## src/cbc_pkg.sv

```systemverilog
// package for the branch/call/clear/compare execution block: register
// offsets, status bit positions, masks, reset values and shared types.
// assumes a 32-bit avalon-mm slave with byte addresses, one word per reg.
package cbc_pkg;

  // ==========================================================
  // register map (byte addresses, one aligned word each)
  localparam logic [7:0] OFS_CTRL     = 8'h00;
  localparam logic [7:0] OFS_PROG_CNT = 8'h04;
  localparam logic [7:0] OFS_STK_PTR  = 8'h08;
  localparam logic [7:0] OFS_STATUS   = 8'h0c;
  localparam logic [7:0] OFS_SRC_VAL  = 8'h10;
  localparam logic [7:0] OFS_DST_VAL  = 8'h14;
  localparam logic [7:0] OFS_REG_VAL  = 8'h18;
  localparam logic [7:0] OFS_OFFSET   = 8'h1c;
  localparam logic [7:0] OFS_EFF_ADDR = 8'h20;
  localparam logic [7:0] OFS_STK_DATA = 8'h24;
  localparam logic [7:0] OFS_DST_RES  = 8'h28;
  localparam logic [7:0] OFS_EXEC_ST  = 8'h2c;

  // ==========================================================
  // status register layout
  localparam int STAT_C    = 0;
  localparam int STAT_Z    = 1;
  localparam int STAT_N    = 2;
  localparam int STAT_IRQ  = 3;
  localparam int STAT_CORE = 4;
  localparam int STAT_OSC  = 5;
  localparam int STAT_V    = 8;
  localparam logic [15:0] MASK_C = 16'h0001;
  localparam logic [15:0] MASK_Z = 16'h0002;
  localparam logic [15:0] MASK_N = 16'h0004;

  // ==========================================================
  // reset values and step sizes
  localparam logic [19:0] PROG_CNT_RST = 20'h00000;
  localparam logic [19:0] STK_PTR_RST  = 20'h00000;
  localparam logic [15:0] STATUS_RST   = 16'h0000;
  localparam logic [19:0] STK_STEP     = 20'h00002;
  localparam logic [19:0] PTR_STEP     = 20'h00002;
  localparam logic [3:0]  LOW64K_TOP   = 4'h0;

  // ==========================================================
  // types
  typedef enum logic [2:0] {
    OP_JUMP_UNCOND, OP_CALL, OP_ZERO_DEST, OP_CARRY_CLR,
    OP_NEG_CLR, OP_ZERO_FLAG_CLR, OP_COMPARE
  } cbc_op_t;

  typedef enum logic [2:0] {
    MD_REGISTER, MD_INDEXED, MD_SYMBOLIC, MD_ABSOLUTE,
    MD_INDIRECT, MD_AUTOINC, MD_IMMEDIATE
  } cbc_mode_t;

  // ctrl word: op in [2:0], byte form in [3], mode in [6:4]
  typedef struct packed {
    cbc_mode_t mode;
    logic      byte_op;
    cbc_op_t   op;
  } cbc_cmd_t;

  typedef struct packed {
    logic v;
    logic n;
    logic z;
    logic c;
  } cbc_flags_t;

  typedef enum logic [1:0] {S_IDLE, S_EVAL, S_PUSH, S_LOAD} cbc_state_t;

endpackage : cbc_pkg

```

## src/cbc_compare_alu.sv

```systemverilog
// compare datapath: dst + ~src + 1, flags only, word or byte form.
// assumes operands are already resolved; result is combinational.
`timescale 1ns/1ps
module cbc_compare_alu (
  input  wire logic [15:0]        src_in,
  input  wire logic [15:0]        dst_in,
  input  wire logic               byte_op_in,
  output cbc_pkg::cbc_flags_t     flags_out
);
  logic [16:0] sum_w;
  logic [8:0]  sum_b;
  logic        res_msb;
  logic        src_msb;
  logic        dst_msb;
  logic        res_zero;
  logic        carry;

  // ==========================================================
  // adder in both widths
  assign sum_w = {1'b0, dst_in} + {1'b0, ~src_in} + 17'h00001;
  assign sum_b = {1'b0, dst_in[7:0]} + {1'b0, ~src_in[7:0]} + 9'h001;

  // msb picks bit 7 or bit 15 by operand form
  always_comb begin
    if (byte_op_in) begin
      res_msb  = sum_b[7];
      src_msb  = src_in[7];
      dst_msb  = dst_in[7];
      res_zero = (sum_b[7:0] == 8'h00);
      carry    = sum_b[8];
    end else begin
      res_msb  = sum_w[15];
      src_msb  = src_in[15];
      dst_msb  = dst_in[15];
      res_zero = (sum_w[15:0] == 16'h0000);
      carry    = sum_w[16];
    end
  end

  assign flags_out.n = res_msb;
  assign flags_out.z = res_zero;
  assign flags_out.c = carry;
  // sign of src differs from dst and result sign left dst's sign
  assign flags_out.v = (src_msb != dst_msb) && (res_msb != dst_msb);

endmodule : cbc_compare_alu

```

## src/cbc_exec_top.sv

```systemverilog
// execution block for jump, call, destination clear, flag clears and
// compare, reached over an avalon-mm slave with waitrequest.
// assumes operand fetch is done by software: the word read at the
// effective address (or the immediate word) is placed in the source reg.
`timescale 1ns/1ps

module cbc_exec_top (
  input  wire logic        clk_in,
  input  wire logic        arst_n_in,
  input  wire logic [7:0]  avs_address_in,
  input  wire logic        avs_read_in,
  input  wire logic        avs_write_in,
  input  wire logic [31:0] avs_writedata_in,
  input  wire logic [3:0]  avs_byteenable_in,
  output logic      [31:0] avs_readdata_out,
  output logic             avs_waitrequest_out
);
  cbc_pkg::cbc_state_t state_reg;
  cbc_pkg::cbc_cmd_t   cmd_reg;
  cbc_pkg::cbc_flags_t cmp_flags;
  logic [19:0] prog_cnt_reg;
  logic [19:0] stk_ptr_reg;
  logic [15:0] status_reg;
  logic [15:0] src_val_reg;
  logic [15:0] dst_val_reg;
  logic [19:0] reg_val_reg;
  logic [15:0] offset_reg;
  logic [19:0] eff_addr_reg;
  logic [15:0] stk_data_reg;
  logic [15:0] dst_res_reg;
  logic        dst_wr_reg;
  logic        rd_ack_reg;
  logic [15:0] tmp_reg;
  logic [31:0] cur_word;
  logic [31:0] wr_word;
  logic        busy;
  logic        wr_ok;

  // ==========================================================
  // helpers
  function automatic logic [19:0] sext20(input logic [15:0] v);
    sext20 = {{4{v[15]}}, v};
  endfunction : sext20

  function automatic logic [31:0] be_merge(input logic [31:0] old_v,
                                           input logic [31:0] new_v,
                                           input logic [3:0]  be);
    logic [31:0] m;
    m = old_v;
    for (int i = 0; i < 4; i++) begin
      if (be[i]) begin
        m[i*8 +: 8] = new_v[i*8 +: 8];
      end
    end
    be_merge = m;
  endfunction : be_merge

  // target word: register mode uses the register itself, every other
  // mode uses the word software fetched into the source register
  function automatic logic [15:0] target(input cbc_pkg::cbc_mode_t md,
                                         input logic [19:0] rv,
                                         input logic [15:0] sv);
    if (md == cbc_pkg::MD_REGISTER) begin
      target = rv[15:0];
    end else begin
      target = sv;
    end
  endfunction : target

  function automatic logic [19:0] eff_addr(input cbc_pkg::cbc_mode_t md,
                                           input logic [19:0] rv,
                                           input logic [19:0] pcv,
                                           input logic [15:0] ofs);
    if (md == cbc_pkg::MD_INDEXED) begin
      eff_addr = rv + sext20(ofs);
    end else if (md == cbc_pkg::MD_SYMBOLIC) begin
      eff_addr = pcv + sext20(ofs);
    end else if (md == cbc_pkg::MD_ABSOLUTE) begin
      eff_addr = {cbc_pkg::LOW64K_TOP, ofs};
    end else if (md == cbc_pkg::MD_INDIRECT ||
                 md == cbc_pkg::MD_AUTOINC) begin
      eff_addr = rv;
    end else begin
      eff_addr = 20'h00000;
    end
  endfunction : eff_addr

  // ==========================================================
  // avalon slave
  // writes stall while an instruction runs so software never races the
  // sequencer on the same register; reads always answer in two cycles
  assign busy  = (state_reg != cbc_pkg::S_IDLE);
  assign wr_ok = avs_write_in && !busy;
  assign avs_waitrequest_out = (avs_read_in && !rd_ack_reg) ||
                               (avs_write_in && busy);

  always_comb begin
    if (avs_address_in == cbc_pkg::OFS_CTRL) begin
      cur_word = {25'h0000000, cmd_reg};
    end else if (avs_address_in == cbc_pkg::OFS_PROG_CNT) begin
      cur_word = {12'h000, prog_cnt_reg};
    end else if (avs_address_in == cbc_pkg::OFS_STK_PTR) begin
      cur_word = {12'h000, stk_ptr_reg};
    end else if (avs_address_in == cbc_pkg::OFS_STATUS) begin
      cur_word = {16'h0000, status_reg};
    end else if (avs_address_in == cbc_pkg::OFS_SRC_VAL) begin
      cur_word = {16'h0000, src_val_reg};
    end else if (avs_address_in == cbc_pkg::OFS_DST_VAL) begin
      cur_word = {16'h0000, dst_val_reg};
    end else if (avs_address_in == cbc_pkg::OFS_REG_VAL) begin
      cur_word = {12'h000, reg_val_reg};
    end else if (avs_address_in == cbc_pkg::OFS_OFFSET) begin
      cur_word = {16'h0000, offset_reg};
    end else if (avs_address_in == cbc_pkg::OFS_EFF_ADDR) begin
      cur_word = {12'h000, eff_addr_reg};
    end else if (avs_address_in == cbc_pkg::OFS_STK_DATA) begin
      cur_word = {16'h0000, stk_data_reg};
    end else if (avs_address_in == cbc_pkg::OFS_DST_RES) begin
      cur_word = {16'h0000, dst_res_reg};
    end else if (avs_address_in == cbc_pkg::OFS_EXEC_ST) begin
      cur_word = {29'h00000000, cmd_reg.byte_op, dst_wr_reg, busy};
    end else begin
      cur_word = 32'h00000000;
    end
  end

  assign wr_word = be_merge(cur_word, avs_writedata_in, avs_byteenable_in);

  always_ff @(posedge clk_in or negedge arst_n_in) begin
    if (!arst_n_in) begin
      rd_ack_reg       <= 1'b0;
      avs_readdata_out <= 32'h00000000;
    end else begin
      rd_ack_reg <= avs_read_in && !rd_ack_reg;
      if (avs_read_in && !rd_ack_reg) begin
        avs_readdata_out <= cur_word;
      end
    end
  end

  // ==========================================================
  // sequencer
  always_ff @(posedge clk_in or negedge arst_n_in) begin
    if (!arst_n_in) begin
      state_reg <= cbc_pkg::S_IDLE;
      cmd_reg   <= '0;
    end else begin
      case (state_reg)
        cbc_pkg::S_IDLE: begin
          if (wr_ok && avs_address_in == cbc_pkg::OFS_CTRL) begin
            cmd_reg   <= wr_word[6:0];
            state_reg <= cbc_pkg::S_EVAL;
          end
        end
        cbc_pkg::S_EVAL: begin
          if (cmd_reg.op == cbc_pkg::OP_CALL) begin
            state_reg <= cbc_pkg::S_PUSH;
          end else begin
            state_reg <= cbc_pkg::S_LOAD;
          end
        end
        cbc_pkg::S_PUSH: begin
          state_reg <= cbc_pkg::S_LOAD;
        end
        default: begin
          state_reg <= cbc_pkg::S_IDLE;
        end
      endcase
    end
  end

  // target and effective address are latched before the stack moves
  always_ff @(posedge clk_in or negedge arst_n_in) begin
    if (!arst_n_in) begin
      tmp_reg      <= 16'h0000;
      eff_addr_reg <= 20'h00000;
    end else if (state_reg == cbc_pkg::S_EVAL) begin
      // byte form is ignored: both transfers are word sized
      tmp_reg      <= target(cmd_reg.mode, reg_val_reg, src_val_reg);
      eff_addr_reg <= eff_addr(cmd_reg.mode, reg_val_reg, prog_cnt_reg,
                               offset_reg);
    end
  end

  // ==========================================================
  // program counter and stack
  always_ff @(posedge clk_in or negedge arst_n_in) begin
    if (!arst_n_in) begin
      prog_cnt_reg <= cbc_pkg::PROG_CNT_RST;
    end else if (wr_ok && avs_address_in == cbc_pkg::OFS_PROG_CNT) begin
      prog_cnt_reg <= wr_word[19:0];
    end else if (state_reg == cbc_pkg::S_LOAD &&
                 (cmd_reg.op == cbc_pkg::OP_JUMP_UNCOND ||
                  cmd_reg.op == cbc_pkg::OP_CALL)) begin
      prog_cnt_reg <= {cbc_pkg::LOW64K_TOP, tmp_reg};
    end
  end

  // limitation: the return word is the low 16 bits, so callers must
  // themselves sit in the lower 64k as the call form requires
  always_ff @(posedge clk_in or negedge arst_n_in) begin
    if (!arst_n_in) begin
      stk_ptr_reg  <= cbc_pkg::STK_PTR_RST;
      stk_data_reg <= 16'h0000;
    end else if (wr_ok && avs_address_in == cbc_pkg::OFS_STK_PTR) begin
      stk_ptr_reg <= wr_word[19:0];
    end else if (state_reg == cbc_pkg::S_PUSH) begin
      stk_ptr_reg  <= stk_ptr_reg - cbc_pkg::STK_STEP;
      stk_data_reg <= prog_cnt_reg[15:0];
    end
  end

  // ==========================================================
  // status register
  always_ff @(posedge clk_in or negedge arst_n_in) begin
    if (!arst_n_in) begin
      status_reg <= cbc_pkg::STATUS_RST;
    end else if (wr_ok && avs_address_in == cbc_pkg::OFS_STATUS) begin
      status_reg <= wr_word[15:0];
    end else if (state_reg == cbc_pkg::S_LOAD) begin
      // mode bits are never touched below
      case (cmd_reg.op)
        cbc_pkg::OP_CARRY_CLR: begin
          status_reg <= status_reg & ~cbc_pkg::MASK_C;
        end
        cbc_pkg::OP_NEG_CLR: begin
          status_reg <= status_reg & ~cbc_pkg::MASK_N;
        end
        cbc_pkg::OP_ZERO_FLAG_CLR: begin
          status_reg <= status_reg & ~cbc_pkg::MASK_Z;
        end
        cbc_pkg::OP_COMPARE: begin
          status_reg[cbc_pkg::STAT_C] <= cmp_flags.c;
          status_reg[cbc_pkg::STAT_Z] <= cmp_flags.z;
          status_reg[cbc_pkg::STAT_N] <= cmp_flags.n;
          status_reg[cbc_pkg::STAT_V] <= cmp_flags.v;
        end
        default: begin
          status_reg <= status_reg;
        end
      endcase
    end
  end

  cbc_compare_alu u_alu (
    .src_in     (src_val_reg),
    .dst_in     (dst_val_reg),
    .byte_op_in (cmd_reg.byte_op),
    .flags_out  (cmp_flags)
  );

  // ==========================================================
  // operands and destination result
  always_ff @(posedge clk_in or negedge arst_n_in) begin
    if (!arst_n_in) begin
      src_val_reg <= 16'h0000;
      dst_val_reg <= 16'h0000;
      offset_reg  <= 16'h0000;
    end else if (wr_ok) begin
      if (avs_address_in == cbc_pkg::OFS_SRC_VAL) begin
        src_val_reg <= wr_word[15:0];
      end else if (avs_address_in == cbc_pkg::OFS_DST_VAL) begin
        dst_val_reg <= wr_word[15:0];
      end else if (avs_address_in == cbc_pkg::OFS_OFFSET) begin
        offset_reg <= wr_word[15:0];
      end
    end
  end

  // the pointer steps only after its word has been taken as target
  always_ff @(posedge clk_in or negedge arst_n_in) begin
    if (!arst_n_in) begin
      reg_val_reg <= 20'h00000;
    end else if (wr_ok && avs_address_in == cbc_pkg::OFS_REG_VAL) begin
      reg_val_reg <= wr_word[19:0];
    end else if (state_reg == cbc_pkg::S_LOAD &&
                 cmd_reg.mode == cbc_pkg::MD_AUTOINC &&
                 (cmd_reg.op == cbc_pkg::OP_CALL ||
                  cmd_reg.op == cbc_pkg::OP_JUMP_UNCOND)) begin
      reg_val_reg <= reg_val_reg + cbc_pkg::PTR_STEP;
    end
  end

  // compare and flag ops report no destination write; register upper
  // bits therefore stay as they were
  always_ff @(posedge clk_in or negedge arst_n_in) begin
    if (!arst_n_in) begin
      dst_res_reg <= 16'h0000;
      dst_wr_reg  <= 1'b0;
    end else if (state_reg == cbc_pkg::S_LOAD) begin
      if (cmd_reg.op == cbc_pkg::OP_ZERO_DEST) begin
        dst_res_reg <= 16'h0000;
        dst_wr_reg  <= 1'b1;
      end else begin
        dst_wr_reg  <= 1'b0;
      end
    end
  end

  logic ld_call;
  logic ld_plain;
  assign ld_call  = state_reg == cbc_pkg::S_LOAD &&
                    cmd_reg.op == cbc_pkg::OP_CALL;
  assign ld_plain = state_reg == cbc_pkg::S_LOAD &&
                    (cmd_reg.op == cbc_pkg::OP_JUMP_UNCOND ||
                     cmd_reg.op == cbc_pkg::OP_CALL ||
                     cmd_reg.op == cbc_pkg::OP_ZERO_DEST);
endmodule : cbc_exec_top

```

## config.mk

```make
export PLATFORM = sky130hd
export DESIGN_NAME = cbc_exec_top
export DESIGN_NICKNAME = d
export VERILOG_FILES = /design/src/cbc_pkg.sv /design/src/cbc_compare_alu.sv /design/src/cbc_exec_top.sv
export SDC_FILE = /design/constraint.sdc
export NUM_CORES = 1
export LEC_CHECK = 0
export BUFFER_PORTS_ARGS = -buffer_cell sky130_fd_sc_hd__buf_2
export CAP_MARGIN = 10
export CORE_MARGIN = 4
export CORE_UTILIZATION = 30
export CTS_BUF_LIST = sky130_fd_sc_hd__clkbuf_16
export DETAILED_ROUTE_END_ITERATION = 8
export PLACE_DENSITY = 0.56
export SETUP_SLACK_MARGIN = 0.3
export SLEW_MARGIN = 30
export SYNTH_ARGS = -nofsm -noshare
export SYNTH_HDL_FRONTEND = slang
export SYNTH_SLANG_ARGS = --single-unit
export TNS_END_PERCENT = 1
```

## constraint.sdc

```tcl
create_clock -name clk_in -period 3.8 [get_ports clk_in]
set_input_delay 0.38 -clock clk_in [delete_from_list [all_inputs] [get_ports clk_in]]
set_output_delay 0.38 -clock clk_in [all_outputs]
set_load 0.05 [all_outputs]
```

==> flow_summary.ini <==
[power_and_ir_drop]
clockPowerShare_pct = 33.4
swShare_pct = 34.36
comb_power_share_pct = 26.6
finalPower_mw = 7.591
power_frac_seq_pct = 40.0
irDropWorstVdd_uv = 353.9
p_int_mw = 4.983
powerDensity_nw_per_um2 = 494.3
p_leak_nw = 6.880
p_switching_mw = 2.608

[route]
drtIter0Drc = 928
via_per_inst = 5.377
postRouteAntennaNets = 0
route.detailed.drc = 0
wl_microns = 43430
firstDrtPassIters = 5
drt-wirelength-per-cell_microns = 20.05
routed-via-count = 11650

[critical_path]
arrival_ns = 3.60
cp.required_ns = 4.19
crit_fanout = 4
critical_path_class = reg2reg
start_kind = register
path_cells = ha_1 -> a211o_1 -> a211oi_1 -> o21ai_0 -> o21ai_2 -> o21ai_0 -> a2111oi_1 -> o21bai_1 -> mux2i_1 -> o21ai_0
slowest_stage = dfrtp_1
path_common_cell = o21ai_0
worstSetupEndpointType = register
slowest_delay_ns = 0.48
rr_worst_depth = 10

[status]
status = completed

[floorplanning]
start_util_pct = 30.45
placementRows = 77
io_pins = 81
dieWidth_microns = 220.1
die_h_microns = 220.1
core_sq_um = 44320
die_area_sq_um = 48440

[logic_synthesis]
async_reset_ff_share_pct = 100.0
yosysUniqueCellTypes = 75
yosysWarnings = 0
ys_seq_elements = 207
synthAdderAreaFrac_pct = 6.008
synthMuxAreaShare_pct = 10.33
syn-instance-count = 1515
postSynthAreaPerCell_sq_um = 8.907
synthXorXnorAreaFrac_pct = 4.154
synth_top_family_by_area = compound AO/OA/AOI/OAI gates
syn_area_sq_um = 13490
synth_edf_count = 0
yosys.area_share.simple_pct = 16.21
synth_compound_area_share_pct = 20.49
ys_seq_area_share_pct = 38.39
synthFlopType = dfrtp_1

[placed_design]
dp_hpwl_microns = 32560
io_buffers = 55
dpl_worst_slack_ns = 0.4565
place_congestion = 0.9173

[clock_network]
worstSkewPairLatency_ns = 0.55
cts_tree = built
root_buffer = clkbuf_16
cts_max_level = 1
cts_buffer_depth = 3
clkTransAtPathRegs_ns = 0.06
postCtsSetupRepairBufs = 0
clkSinkCount = 207
numCtsBuffers = 25

[run]
drv_cap = 0

[layout]
final_net_count = 1667
drive_above_1_share_pct = 13.47
n_fill_cell = 4595
antenna_cells = 0
area_growth_pct = 13.81

[hold_path]
hold_class = in2reg
hold_depth = 4

[sta]
hold_viol_final = 0
finalWorstSetupSlack_ns = 0.5947
drv_slew = 0
max_freq_ghz = 0.3120
final.period_utilization_pct = 84.35
min_period_ns = 3.205
setup_viol = 0
relSlewSlack_pct = 32.52
rsz0062_at_grt = false
finClkSkew_ns = 0.02646
setup_tns_ns = 0
tightest_slew_ns = 0.9841

[global_route]
track_usage_pct = 17.78
grt_pass1_vias = 11360
grt_first_pass_wirelength_microns = 67410
grt_start_max_net_pins = 117
grt_antenna_before_repair = 0
grt_overflow = 0
==> metrics by stage <==
| stage | instance area [sq um] | cells | hold WS [ns] | util, % |
|---|---|---|---|---|
| after CTS | 15320 | 2165 | 0.2186 | 34.58 |
| final | 15360 | 2166 | 0.2447 | 34.65 |
| after floorplan | 13540 | 1526 | 0.08441 | - |
| after global routing | 15360 | 2166 | 0.2508 | 34.65 |
| after global placement | 14460 | 2119 | 0.4577 | 32.63 |
| after detailed placement | 14460 | 2119 | 0.4613 | 32.63 |
==> Yosys cell counts (17+ instances only) <==
master      n  share of area, %
dfrtp_1   207                38
nand2_1   198               5.5
o21ai_0   148               5.5
a21oi_1   116               4.3
nor2_1    108               3.0
mux2i_1    67               5.0
ha_1       60               5.6
clkbuf_1   57               1.6
mux2_2     57               4.8
inv_1      51               1.4
xnor2_1    36               2.3
nand3_1    34               1.3
xor2_1     28               1.8
a211oi_1   23               1.3
and2_1     18              0.83
a221oi_1   17               1.1
==> layout by cell type, fill, tap and decap left out, drive strengths merged, types with 36 or more instances in the layout <==
cell   synthesis  final
dfrtp        207    207
nand2        198    198
o21ai        152    152
a21oi        116    116
nor2         109    109
buf           32     91
mux2i         68     68
ha            60     60
inv           51     59
mux2          57     57
xnor2         36     36
==> layout make-up <==
class / count / area [sq um] / share of cell area (%)
Sequential cell: 207 / 5180 / 33.73
Timing Repair Buffer: 92 / 613.1 / 3.992
Clock buffer: 25 / 625.6 / 4.074
Inverter: 52 / 195.2 / 1.271
Tap cell: 592 / 740.7 / 4.823
Clock inverter: 20 / 227.7 / 1.483
Multi-Input combinational cell: 1178 / 7775 / 50.63
==> what timing repair did <==
action | CTS | global route
resized for setup | 0 | 3
hold buffers | 1 | 0
setup endpoints to repair | 0 | 2
endpoints found under the hold margin | 30 | 0
==> path summary, 6_finish.rpt <==
| path | start | to | slack [ns] |
|---|---|---|---|
| worst min register to register | avs_readdata_out[1]$_DFFE_PN0P_ | avs_readdata_out[1]$_DFFE_PN0P_ | 0.48 |
| worst min-delay path | avs_writedata_in[16] | prog_cnt_reg[16]$_DFFE_PN0P_ | 0.24 |
| worst max register to register | prog_cnt_reg[1]$_DFFE_PN0P_ | eff_addr_reg[19]$_DFFE_PN0N_ | 0.59 |
| worst max-delay path | prog_cnt_reg[1]$_DFFE_PN0P_ | eff_addr_reg[19]$_DFFE_PN0N_ | 0.59 |
| max in group asynchronous | arst_n_in | offset_reg[1]$_DFFE_PN0P_ | 2.76 |
| min in group asynchronous | arst_n_in | eff_addr_reg[18]$_DFFE_PN0N_ | 0.31 |
==> layer usage <==
metal	vias to the layer above	routed length, microns	share of wire, %	global-route usage [%]
li1	5539	-	-	-
met1	5674	19700	45	24.59
met2	365	20080	46	29.17
met3	69	2328	5.4	1.958
met4	0	1315	3.0	5.757
met5	-	0	0	0
==> cell families (layout without fill, tap and decap cells) <==
| logic type | after synthesis | after routing |
|---|---|---|
| XOR/XNOR | 64 | 64 |
| flip-flops | 207 | 207 |
| AO/OA/AOI/OAI | 447 | 447 |
| other | 1 | 12 |
| AND/OR/NAND/NOR | 464 | 464 |
| buffers and inverters | 141 | 189 |
| adder cells (fa/ha/maj) | 63 | 63 |
| multiplexers | 128 | 128 |
==> critical path: cells and delay by family, from the launching register on <==
family / cells / cell delay [ns]
AOI/OAI and AO/OA: 8 / 2.04
DFF: 1 / 0.48
adders and majority gates: 1 / 0.35
muxes: 1 / 0.18
==> power by group through the flow <==
stage / logic [mW] / clock network [mW] / registers (mW)
after floorplan: 1.49 / 0 / 2.90
after global placement: 1.95 / 0 / 3.04
after detailed placement: 2.00 / 0 / 3.05
after CTS: 2.01 / 2.59 / 3.02
after global routing: 2.25 / 2.67 / 3.08
final: 2.02 / 2.54 / 3.04
(Power assumes the default switching activity.)
